### src/logic/psc_consts.vh
// constants for the protected system configuration register group
// assumes byte-wide registers reached by full 32-bit store addresses
`ifndef PSC_CONSTS_VH
`define PSC_CONSTS_VH

// register addresses
`define PSC_ADDR_WAIT     32'hfffff06e
`define PSC_ADDR_PROTECT_COMMAND_REG    32'hfffff1fc
`define PSC_ADDR_SYSST    32'hfffff802
`define PSC_ADDR_DBG      32'hfffff9fc
`define PSC_ADDR_OSC      32'hfffff80c
`define PSC_ADDR_WDT      32'hfffff6d0
`define PSC_ADDR_DMA0     32'hfffff0e0
`define PSC_ADDR_PSC      32'hfffff1fe
`define PSC_ADDR_CKC      32'hfffff822
`define PSC_ADDR_PCC      32'hfffff828
`define PSC_ADDR_CLM      32'hfffff824
`define PSC_ADDR_RESET_SOURCE_FLAGS     32'hfffff888
`define PSC_ADDR_LOW_VOLTAGE_DETECT_REG     32'hfffff890
`define PSC_ADDR_RAM_DATA_STATUS     32'hfffff892

// protected register indexes
`define PSC_IDX_PSC       3'd0
`define PSC_IDX_CKC       3'd1
`define PSC_IDX_PCC       3'd2
`define PSC_IDX_CLM       3'd3
`define PSC_IDX_RESET_SOURCE_FLAGS      3'd4
`define PSC_IDX_LOW_VOLTAGE_DETECT_REG      3'd5
`define PSC_IDX_RAM_DATA_STATUS      3'd6
`define PSC_IDX_DBG       3'd7
`define PSC_NUM_PROT      8
`define PSC_NUM_DMA       4

// reset values
`define PSC_RST_WAIT      8'h77
`define PSC_RST_DBG       8'h01
`define PSC_RST_OSC       8'h00
`define PSC_RST_WDT       8'h67
`define PSC_RST_PCC       8'h03
`define PSC_RST_CKC       8'h0a
`define PSC_RST_ZERO      8'h00

// field positions
`define PSC_PCC_SUBFB     7
`define PSC_PCC_MCK       6
`define PSC_PCC_MAINFB    5
`define PSC_PCC_CLS       4
`define PSC_PSC_STP       1
`define PSC_SYS_PRERR     0
`define PSC_WAIT_LSB      0
`define PSC_WAIT_W        3

// timing: base access length in clocks, minus the completing cycle
`define PSC_BASE_CLKS     3
`define PSC_BASE_CNT      4'd2

// bit operation codes
`define PSC_BOP_SET       2'd0
`define PSC_BOP_CLR       2'd1
`define PSC_BOP_NOT       2'd2

`endif

### src/logic/psc_regs.v
// protected system configuration register group with store unlock logic
// assumes the cpu holds a request until ack and issues one at a time;
// both resets are synchronous to sys_clk_in
`timescale 1ns/1ps
`include "psc_consts.vh"

// Notes on behaviour
// - register access takes three clocks plus programmed wait cycles
// - wait control resets to 0x77, byte access only; others except watchdog mode allow bit access
// - eight registers are protected, debug mode among them
// - protected store without unlock is dropped and flagged in system status
// - dma channel control registers reset to zero, channels off
// - debug register picks debug mode, debug pin use and pull-down
// - debug register written only with debug reset pin low and unlocked
// - debug register loads 0x01 on pin reset, kept on internal resets
// - writing zero to debug register gives normal mode, pins released
// - oscillator register resets to zero; stop bit halts the oscillator
// - watchdog runs from reset, mode register resets to 0x67
// - writing zero to watchdog mode stops the watchdog
// - clock control register at 0xfffff828, reset 0x03, documented fields
// - subclock feedback resistor used when bit is zero
// - main clock feedback resistor used when bit is zero
// - divider codes zero to five divide by 1 to 32; 011x refused
// - watchdog mode register accepts byte access only
// - clock status bit is read-only
module psc_regs (
  input  wire        sys_clk_in,
  input  wire        resetn_in,
  input  wire        int_reset_in,
  input  wire        req_in,
  input  wire        write_in,
  input  wire        bit_op_in,
  input  wire [1:0]  bit_code_in,
  input  wire [2:0]  bit_idx_in,
  input  wire [31:0] addr_in,
  input  wire [7:0]  wdata_in,
  input  wire        debug_reset_pin_in,
  input  wire        clock_source_status_in,
  output reg         ack_out,
  output reg  [7:0]  rdata_out,
  output wire        debug_mode_out,
  output wire        debug_pins_out,
  output wire        debug_pulldown_out,
  output wire        osc_stop_out,
  output wire        wdt_run_out,
  output wire [7:0]  wdt_mode_out,
  output wire        stop_mode_out,
  output wire        sub_feedback_off_out,
  output wire        main_osc_stop_out,
  output wire        main_feedback_off_out,
  output wire [3:0]  cpu_div_sel_out,
  output wire [`PSC_NUM_DMA-1:0] dma_enable_out
);

  // protected register index decode, used by read and write paths
  function [3:0] prot_index;
    input [31:0] a;
    begin
      case (a)
        `PSC_ADDR_PSC:  prot_index = {1'b1, `PSC_IDX_PSC};
        `PSC_ADDR_CKC:  prot_index = {1'b1, `PSC_IDX_CKC};
        `PSC_ADDR_PCC:  prot_index = {1'b1, `PSC_IDX_PCC};
        `PSC_ADDR_CLM:  prot_index = {1'b1, `PSC_IDX_CLM};
        `PSC_ADDR_RESET_SOURCE_FLAGS: prot_index = {1'b1, `PSC_IDX_RESET_SOURCE_FLAGS};
        `PSC_ADDR_LOW_VOLTAGE_DETECT_REG: prot_index = {1'b1, `PSC_IDX_LOW_VOLTAGE_DETECT_REG};
        `PSC_ADDR_RAM_DATA_STATUS: prot_index = {1'b1, `PSC_IDX_RAM_DATA_STATUS};
        `PSC_ADDR_DBG:  prot_index = {1'b1, `PSC_IDX_DBG};
        default:        prot_index = 4'h0;
      endcase
    end
  endfunction

  // dma control decode: valid flag and channel number
  function [2:0] dma_index;
    input [31:0] a;
    begin
      if (a[31:4] == `PSC_ADDR_DMA0 >> 4 && a[1:0] == 2'b00) begin
        dma_index = {1'b1, a[3:2]};
      end else begin
        dma_index = 3'h0;
      end
    end
  endfunction

  // read-modify-write for single-bit instructions
  function [7:0] bit_apply;
    input [7:0] v;
    input [2:0] idx;
    input [1:0] code;
    begin
      bit_apply = v;
      case (code)
        `PSC_BOP_SET: bit_apply[idx] = 1'b1;
        `PSC_BOP_CLR: bit_apply[idx] = 1'b0;
        `PSC_BOP_NOT: bit_apply[idx] = ~v[idx];
        default:      bit_apply = v;
      endcase
    end
  endfunction

  // register storage
  reg [7:0] wait_ctrl;
  reg [7:0] sys_status;
  reg [7:0] osc_mode;
  reg [7:0] wdt_mode;
  reg [7:0] prot_mem [0:`PSC_NUM_PROT-1];
  reg [7:0] dma_ctrl [0:`PSC_NUM_DMA-1];
  reg       armed;

  // access sequencer
  localparam ST_IDLE = 1'b0;
  localparam ST_BUSY = 1'b1;
  reg        state;
  reg [3:0]  cnt;
  reg        op_write;
  reg        op_bit;
  reg [1:0]  op_code;
  reg [2:0]  op_idx;
  reg [31:0] op_addr;
  reg [7:0]  op_data;

  wire       done = (state == ST_BUSY) && (cnt == 4'd0);
  wire [3:0] pidx = prot_index(op_addr);
  wire [2:0] didx = dma_index(op_addr);
  wire [3:0] wait_cnt = {1'b0, wait_ctrl[`PSC_WAIT_LSB +: `PSC_WAIT_W]};

  // current value of the addressed register, also the read data
  reg [7:0] cur;
  always @* begin
    cur = 8'h00;
    if (pidx[3]) begin
      cur = prot_mem[pidx[2:0]];
      if (pidx[2:0] == `PSC_IDX_PCC) begin
        cur[`PSC_PCC_CLS] = clock_source_status_in;
      end
    end else if (didx[2]) begin
      cur = dma_ctrl[didx[1:0]];
    end else begin
      case (op_addr)
        `PSC_ADDR_WAIT:  cur = wait_ctrl;
        `PSC_ADDR_SYSST: cur = sys_status;
        `PSC_ADDR_OSC:   cur = osc_mode;
        `PSC_ADDR_WDT:   cur = wdt_mode;
        default:         cur = 8'h00;
      endcase
    end
  end

  // value a store would leave behind
  wire [7:0] wval = op_bit ? bit_apply(cur, op_idx, op_code) : op_data;
  wire       st_done = done && op_write;
  // byte-only registers ignore bit instructions
  wire       byte_ok = !op_bit;
  wire       prot_st = st_done && pidx[3];
  wire       prot_ok = prot_st && armed;
  wire       dbg_ok  = prot_ok && (pidx[2:0] == `PSC_IDX_DBG) && !debug_reset_pin_in;

  // sequencer: take at idle, count base plus wait, then answer;
  // the cpu holds req through the edge that sees ack, so none is taken then
  always @(posedge sys_clk_in) begin
    if (!resetn_in || int_reset_in) begin
      state    <= ST_IDLE;
      cnt      <= 4'd0;
      op_write <= 1'b0;
      op_bit   <= 1'b0;
      op_code  <= 2'd0;
      op_idx   <= 3'd0;
      op_addr  <= 32'h00000000;
      op_data  <= 8'h00;
      ack_out  <= 1'b0;
      rdata_out <= 8'h00;
    end else begin
      ack_out <= 1'b0;
      case (state)
        ST_IDLE: begin
          if (req_in && !ack_out) begin
            state    <= ST_BUSY;
            cnt      <= `PSC_BASE_CNT + wait_cnt;
            op_write <= write_in;
            op_bit   <= bit_op_in;
            op_code  <= bit_code_in;
            op_idx   <= bit_idx_in;
            op_addr  <= addr_in;
            op_data  <= wdata_in;
          end
        end
        ST_BUSY: begin
          if (cnt == 4'd0) begin
            state     <= ST_IDLE;
            ack_out   <= 1'b1;
            rdata_out <= cur;
          end else begin
            cnt <= cnt - 4'd1;
          end
        end
        default: state <= ST_IDLE;
      endcase
    end
  end

  // unlock: armed by a store to the command register, any other op disarms
  always @(posedge sys_clk_in) begin
    if (!resetn_in || int_reset_in) begin
      armed <= 1'b0;
    end else if (done) begin
      armed <= op_write && (op_addr == `PSC_ADDR_PROTECT_COMMAND_REG);
    end
  end

  // illegal protected store flag; a new error wins over a clear
  always @(posedge sys_clk_in) begin
    if (!resetn_in || int_reset_in) begin
      sys_status <= `PSC_RST_ZERO;
    end else if (prot_st && !armed) begin
      sys_status[`PSC_SYS_PRERR] <= 1'b1;
    end else if (st_done && op_addr == `PSC_ADDR_SYSST) begin
      sys_status[`PSC_SYS_PRERR] <= wval[`PSC_SYS_PRERR];
    end
  end

  // plain registers
  always @(posedge sys_clk_in) begin
    if (!resetn_in || int_reset_in) begin
      wait_ctrl <= `PSC_RST_WAIT;
      osc_mode  <= `PSC_RST_OSC;
      wdt_mode  <= `PSC_RST_WDT;
    end else if (st_done) begin
      if (op_addr == `PSC_ADDR_WAIT && byte_ok) begin
        wait_ctrl <= wval;
      end
      if (op_addr == `PSC_ADDR_OSC) begin
        osc_mode <= wval;
      end
      if (op_addr == `PSC_ADDR_WDT && byte_ok) begin
        wdt_mode <= wval;
      end
    end
  end

  // dma channel controls, all off from reset
  genvar g;
  generate
    for (g = 0; g < `PSC_NUM_DMA; g = g + 1) begin : g_dma
      always @(posedge sys_clk_in) begin
        if (!resetn_in || int_reset_in) begin
          dma_ctrl[g] <= `PSC_RST_ZERO;
        end else if (st_done && didx[2] && didx[1:0] == g) begin
          dma_ctrl[g] <= wval;
        end
      end
      assign dma_enable_out[g] = dma_ctrl[g][0];
    end
  endgenerate

  // protected registers; debug mode and clock control have their own branches
  generate
    for (g = 0; g < `PSC_NUM_PROT; g = g + 1) begin : g_prot
      if (g == `PSC_IDX_DBG) begin : g_dbg
        // debug mode survives internal resets, loads only on pin reset
        always @(posedge sys_clk_in) begin
          if (!resetn_in) begin
            prot_mem[g] <= `PSC_RST_DBG;
          end else if (dbg_ok && !int_reset_in) begin           // internal reset aborts the store
            prot_mem[g] <= wval;
          end
        end
      end else if (g == `PSC_IDX_PCC) begin : g_pcc
        // refused divider codes keep the old divider; status bit not stored
        always @(posedge sys_clk_in) begin
          if (!resetn_in || int_reset_in) begin
            prot_mem[g] <= `PSC_RST_PCC;
          end else if (prot_ok && pidx[2:0] == g) begin
            prot_mem[g][7:5] <= wval[7:5];
            if (wval[3:0] <= 4'h5) begin
              prot_mem[g][3:0] <= wval[3:0];
            end
          end
        end
      end else begin : g_other
        always @(posedge sys_clk_in) begin
          if (!resetn_in || int_reset_in) begin
            prot_mem[g] <= (g == `PSC_IDX_CKC) ? `PSC_RST_CKC : `PSC_RST_ZERO;
          end else if (prot_ok && pidx[2:0] == g) begin
            prot_mem[g] <= wval;
          end
        end
      end
    end
  endgenerate

  // debug mode: bit 0 set keeps debug mode, debug pins and the pull-down
  assign debug_mode_out     = prot_mem[`PSC_IDX_DBG][0];
  assign debug_pins_out     = prot_mem[`PSC_IDX_DBG][0];
  assign debug_pulldown_out = prot_mem[`PSC_IDX_DBG][0];

  // oscillator and watchdog controls
  assign osc_stop_out = osc_mode[0];
  assign wdt_run_out  = (wdt_mode != 8'h00);
  assign wdt_mode_out = wdt_mode;

  // stop request; cpu pads with no-ops after setting it
  assign stop_mode_out = prot_mem[`PSC_IDX_PSC][`PSC_PSC_STP];

  // clock control fields; a one disconnects a feedback resistor
  assign sub_feedback_off_out  = prot_mem[`PSC_IDX_PCC][`PSC_PCC_SUBFB];
  assign main_osc_stop_out     = prot_mem[`PSC_IDX_PCC][`PSC_PCC_MCK];
  assign main_feedback_off_out = prot_mem[`PSC_IDX_PCC][`PSC_PCC_MAINFB];
  assign cpu_div_sel_out       = prot_mem[`PSC_IDX_PCC][3:0];

endmodule // psc_regs

### config.mk
export PLATFORM = sky130hd
export DESIGN_NAME = psc_regs
export DESIGN_NICKNAME = d
export VERILOG_FILES = /design/src/logic/psc_regs.v
export VERILOG_INCLUDE_DIRS = /design/src /design/src/logic
export SDC_FILE = /design/constraint.sdc
export NUM_CORES = 1
export LEC_CHECK = 0
export ABC_AREA = 1
export BUFFER_PORTS_ARGS = -buffer_cell sky130_fd_sc_hd__buf_2
export CAP_MARGIN = 20
export CORE_ASPECT_RATIO = 1.2
export CORE_UTILIZATION = 35
export DETAILED_ROUTE_END_ITERATION = 10
export PLACE_DENSITY_LB_ADDON = 0.1
export SETUP_SLACK_MARGIN = 0.3
export SLEW_MARGIN = 20
export SYNTH_ARGS = -nofsm -noshare
export SYNTH_HDL_FRONTEND = slang
export SYNTH_SLANG_ARGS = --single-unit
### constraint.sdc
create_clock -name sys_clk_in -period 2.71 [get_ports sys_clk_in]
set_input_delay 0.1355 -clock sys_clk_in [delete_from_list [all_inputs] [get_ports sys_clk_in]]
set_output_delay 0.1355 -clock sys_clk_in [all_outputs]
set_load 0.005 [all_outputs]
# Word level (Yosys, flattened, before mapping)
# Memories as Yosys holds them, arrays and structs flattened.
# Cells that the tools add are included.
[totals] latch_bits=0 wordCells=194 mem_count=2 inputBits=53 ff_bits=87 out_inout_bits=34 rom_bits=0 ram_bits=96
[classes] order_cmp=3 eq_ne=28 div_mod_pow=0 n_mux=78 shifts=0 addsub=2 bitwise=18 multipliers=0 reduce_logical=48
[memory_table] memory="prot_mem" words=8 word_bits=8 read_ports=4 rd_ports_with_merged_regs=0 write_ports=8 line_no="psc_regs.v:106" source="reg [7:0] prot_mem [0:`PSC_NUM_PROT-1];"
[memory_table] memory="dma_ctrl" words=4 word_bits=8 read_ports=5 rd_ports_with_merged_regs=0 write_ports=4 line_no="psc_regs.v:107" source="reg [7:0] dma_ctrl [0:`PSC_NUM_DMA-1];"
[ops] op="== test 32 bit (second input constant)" count=13
[ops] op="two-way mux 8 bit" count=14
[ops] op="two-way mux 1 bit" count=51
[ops] op="one-hot mux 4 bit (8 select lines)" count=1
[ops] op="one-hot mux 8 bit (4 select lines)" count=1
[ops] op="== test 28 bit (second input constant)" count=1
[ops] op="logical AND 1 bit" count=27
[ops] op="one-hot mux 8 bit (3 select lines)" count=1
[ops] op="OR 1 bit" count=13
[ops] op="== test 3 bit (second input constant)" count=4
[ops] op="two-way mux 4 bit" count=3
[ops] op="AND reduction 2 bit" count=6
[ops] op="AND 8 bit" count=1
[ops] op="bitwise mux 8 bit" count=1
[ops] op="inverter 8 bit" count=1
[ops] op="OR 8 bit" count=1
[ops] op="one-hot mux 4 bit (2 select lines)" count=1
[ops] op="nonzero test 8 bit" count=1
[ops] op="== test 2 bit (second input constant)" count=3
[ops] op="== test 3 x 2 -> 1 bit (second input constant)" count=2
[ops] op="zero test 1 bit" count=6
[ops] op="zero test 2 bit" count=3
[ops] op="two-way mux 3 bit" count=2
[ops] op="adder 2 x 3 -> 4 bit (first input constant)" count=1
[ops] op="other kinds (16)" count=19

# Depth between registers and ports, before layout
# An unclocked memory read counts as a cell.
[logic_depth] word_depth=18 mapped_depth=26

# Worst setup path after synthesis
# OpenSTA, ideal clock, no wires.
[synth_timing] kind="reg2reg" startpoint="register op_addr[0]" endpoint="memory prot_mem[4][0] (enable)" arrival_time_ns=2.446 path_stages_with_launch=16 synth_period_minus_slack_ns=2.830 setup_ns=0.384 path_buffers=0 slack_ns=-0.120 path_cell_list="dfxtp_1 nor2_2 nand2_2 nor2_2 nand2_2 nand3_4 inv_2 nand2_1 nand2_2 inv_2 nand2_1 nor2_1 inv_2 nor2_2 inv_2 o21ai_0"
[synth_lines] item="start: declaration" line_no="psc_regs.v:119" source="reg [31:0] op_addr;"
[synth_lines] item="start signal: assignment" line_no="psc_regs.v:183" source="op_addr <= addr_in;"
[synth_lines] item="end: declaration" line_no="psc_regs.v:106"

==> flow_metrics.py <==
metrics = {
    "status": {
        "status": "complete, but fails checks",
        "violations": "setup timing",
    },
    "detailed_routing": {
        "routed_via_density": 5.06,
        "routedWlPerCell_um": 18.5,
        "wl_mm": 37.5,
        "drc_errors": 0,
        "first_pass_iters": 8,
        "via_count": 10300,
        "route.antenna.remaining_nets": 0,
        "drt_iter0_drc": 716,
    },
    "synth": {
        "netlist.area_leader.share_pct": 29.3,
        "synth_cells": 1293,
        "synth_cell_types": 42,
        "yosysSeqAreaShare_pct": 47.2,
        "synth_flop_cell": "edfxtp_1",
        "synth_fp_nets": 1348,
        "synth_area_per_cell_um2": 7.52,
        "synthArstFlopShare_pct": 0,
        "synth_edf_count": 95,
        "yosys_warnings": 0,
        "synthMostInstantiatedCell": "nand2_1",
        "synth_area_um2": 9730,
        "synthTopCellsByCount": "nand2_1 (260), inv_1 (168), nor2_1 (164)",
        "synth_largest_area_cell": "edfxtp_1",
        "ys_ff_latch": 182,
        "synth_area_leaders": "edfxtp_1 (29%), dfxtp_1 (18%), nand2_1 (10%)",
    },
    "placement": {
        "gp_congestion": 0.973,
        "place_inst": 1858,
        "placedInstanceArea_um2": 12000,
        "place_hpwl_mm": 25.9,
        "numPortBuffers": 86,
        "place_ws_ns": -0.512,
    },
    "timing": {
        "tightest_slew_ns": 0.900,
        "relSlewSlack_pct": 39.8,
        "period_needed_ns": 3.07,
        "setup_viol": 137,
        "finalWorstSetupSlack_ns": -0.362,
        "rsz0062_at_grt": "yes",
        "slew_viol_final": 0,
        "clock_skew_ns": 0.0219,
        "hold_viol_final": 0,
        "fmax_mhz": 326,
        "min_period_over_period_pct": 113,
    },
    "pwr": {
        "powerDensity_nw_per_um2": 411,
        "leakage_nw": 6.45,
        "seq_power_share_pct": 47.5,
        "p_sw_w": 0.00182,
        "p_total_w": 0.00640,
        "p_int_w": 0.00457,
        "swShare_pct": 28.5,
        "power_frac_comb_pct": 10.7,
        "irDropWorstVdd_mv": 0.379,
        "p_clk_share_pct": 41.8,
    },
    "layout": {
        "syn_to_final_growth_pct": 60.0,
        "n_antenna_cell": 0,
        "nets": 1732,
        "finalInstanceArea_um2": 15600,
        "drive_above_1_share_pct": 44.9,
        "finalNonFillerCells": 2030,
    },
    "flow_run": {
        "maxCapViolCount": 0,
    },
    "worst_setup_path": {
        "critPathLaunchType": "flip-flop",
        "end_kind": "flip-flop",
        "crit_type": "flip-flop to flip-flop",
        "cp.arrival_ns": 3.27,
        "required_ns": 2.91,
        "worstPathMaxFanout": 7,
    },
    "min_path": {
        "hold_class": "input port to flip-flop",
    },
    "cts": {
        "cts_buffer_depth": 2,
        "clock-root-buffer": "clkbuf_16",
        "clock-sinks": 182,
        "cts_tree": "yes",
        "clk_pin_slew_ns": 0.08,
        "cts_htree_levels": 4,
        "cts_made_buffers": 17,
        "clkLatencyLatePin_ns": 0.46,
    },
    "die": {
        "coreArea_um2": 27300,
        "initial_core_util_pct": 35.7,
        "fp.dieW_um": 154,
        "pin_count": 87,
        "die_h_um": 185,
        "std_cell_rows": 66,
        "die-area_um2": 28500,
    },
    "global_routing": {
        "grt_usage_pct": 26.7,
        "grt_pass1_vias": 10100,
        "grt_max_degree": 95,
        "antenna_found_initial": 0,
        "overflow": 0,
        "grt_pass1_wl_mm": 56.9,
    },
}
## flip-flops by register name, summed over array words and instances, names as in the netlist, 4 cells and up
| register | count |
|---|---|
| wdt_mode_out | 8 |
| dma_ctrl | 32 |
| op_data | 8 |
| rdata_out | 8 |
| wait_ctrl | 8 |
| prot_mem | 63 |
| cnt | 4 |
| osc_mode | 8 |
| op_addr | 32 |
## metal layers
layer | track usage, % | wire (um) | vias up
li1 | - | - | 5035
met1 | 33.1 | 16300 | 4906
met2 | 47.3 | 18700 | 277
met3 | 3.74 | 1510 | 49
met4 | 9.04 | 935 | 0
met5 | 0 | 0 | -
## per-stage QoR
stage          utilization, %  TNS (ns)  hold WS, ns
6_report                 57.1    -30.73       0.0156
2_1_floorplan               -         0        0.327
3_3_place_gp             44.1    -44.88        0.412
4_1_cts                  53.5    -25.00      0.00565
3_5_place_dp             44.1    -45.16        0.421
5_1_grt                  57.1    -55.82       0.0194
## cells in the final DEF (no fill, tap or decap), types with 20 or more instances in the layout
cell type	instances
dfxtp_1	64
dlygate4sd3_1	38
a21oi_2	28
nand4_1	35
inv_1	154
buf_2	86
nor2_1	84
nand3_2	20
nand2_1	173
o21ai_0	76
inv_2	30
nor2_4	64
nor2_2	31
nor3_1	21
buf_6	73
buf_4	193
nand2_2	65
a21oi_1	94
nand3_1	53
edfxtp_1	95
buf_12	20
nand2_4	31
## power by group through the flow
stage               Combinational (W)  Sequential, W  Clock (W)
global placement             0.000509        0.00310          0
floorplan                    0.000255        0.00308          0
CTS                          0.000635        0.00304    0.00271
detailed placement           0.000508        0.00310          0
global route                 0.000737        0.00305    0.00281
finish                       0.000682        0.00304    0.00268
## kinds of logic (layout without fill, tap and decap cells)
group	Yosys count	count (layout)	share of synthesized area, %
AND/OR/NAND/NOR	606	607	27.5
flip-flops	182	182	47.2
adder cells (fa/ha/maj)	2	2	0.257
AO/OA/AOI/OAI	256	256	14.4
buffers and inverters	246	642	10.5
other	1	1	0.0386
## layout make-up
| cell class | count | area [um^2] |
|---|---|---|
| inverters | 193 | 746 |
| clock buffers | 17 | 425 |
| fillers | 2509 | 11700 |
| well taps | 340 | 425 |
| repair buffers | 417 | 3640 |
| flip-flops and latches | 182 | 4630 |
| clock inverters | 15 | 199 |
| multi-input cells | 866 | 5490 |
## repair_timing
item,CTS,global route
endpoints found under the setup margin,186,195
gates cloned,5,0
pin swaps,71,55
resized for setup,261,217
buffers inserted,67,30
hold buffers,38,0
hold endpoints to repair,38,0
## worst paths after layout
path                                  start        endpoint  slack (ns)  depth (start not counted)
worst max register to register   op_addr[8]  prot_mem[7][5]       -0.36                         20
worst min register to register  op_addr[20]     op_addr[20]        0.44                          2
worst max-delay path             op_addr[8]  prot_mem[7][5]       -0.36                         20
worst min-delay path             addr_in[9]      op_addr[9]        0.02                          3
## critical path, cell delays in order (launching register included)
cell	delay, ns
dfxtp_2	0.34
buf_6	0.12
nor2_4	0.11
nand2_4	0.07
nor2_4	0.15
nand4_1	0.19
buf_4	0.20
a21oi_4	0.20
buf_6	0.12
buf_6	0.08
nor2_4	0.03
inv_2	0.09
nand3_2	0.10
nand3_4	0.11
nand2_4	0.06
buf_6	0.12
o211ai_1	0.22
nand2_2	0.15
inv_4	0.13
buf_12	0.18
nor2_4	0.05
(Power assumes the default switching activity.)
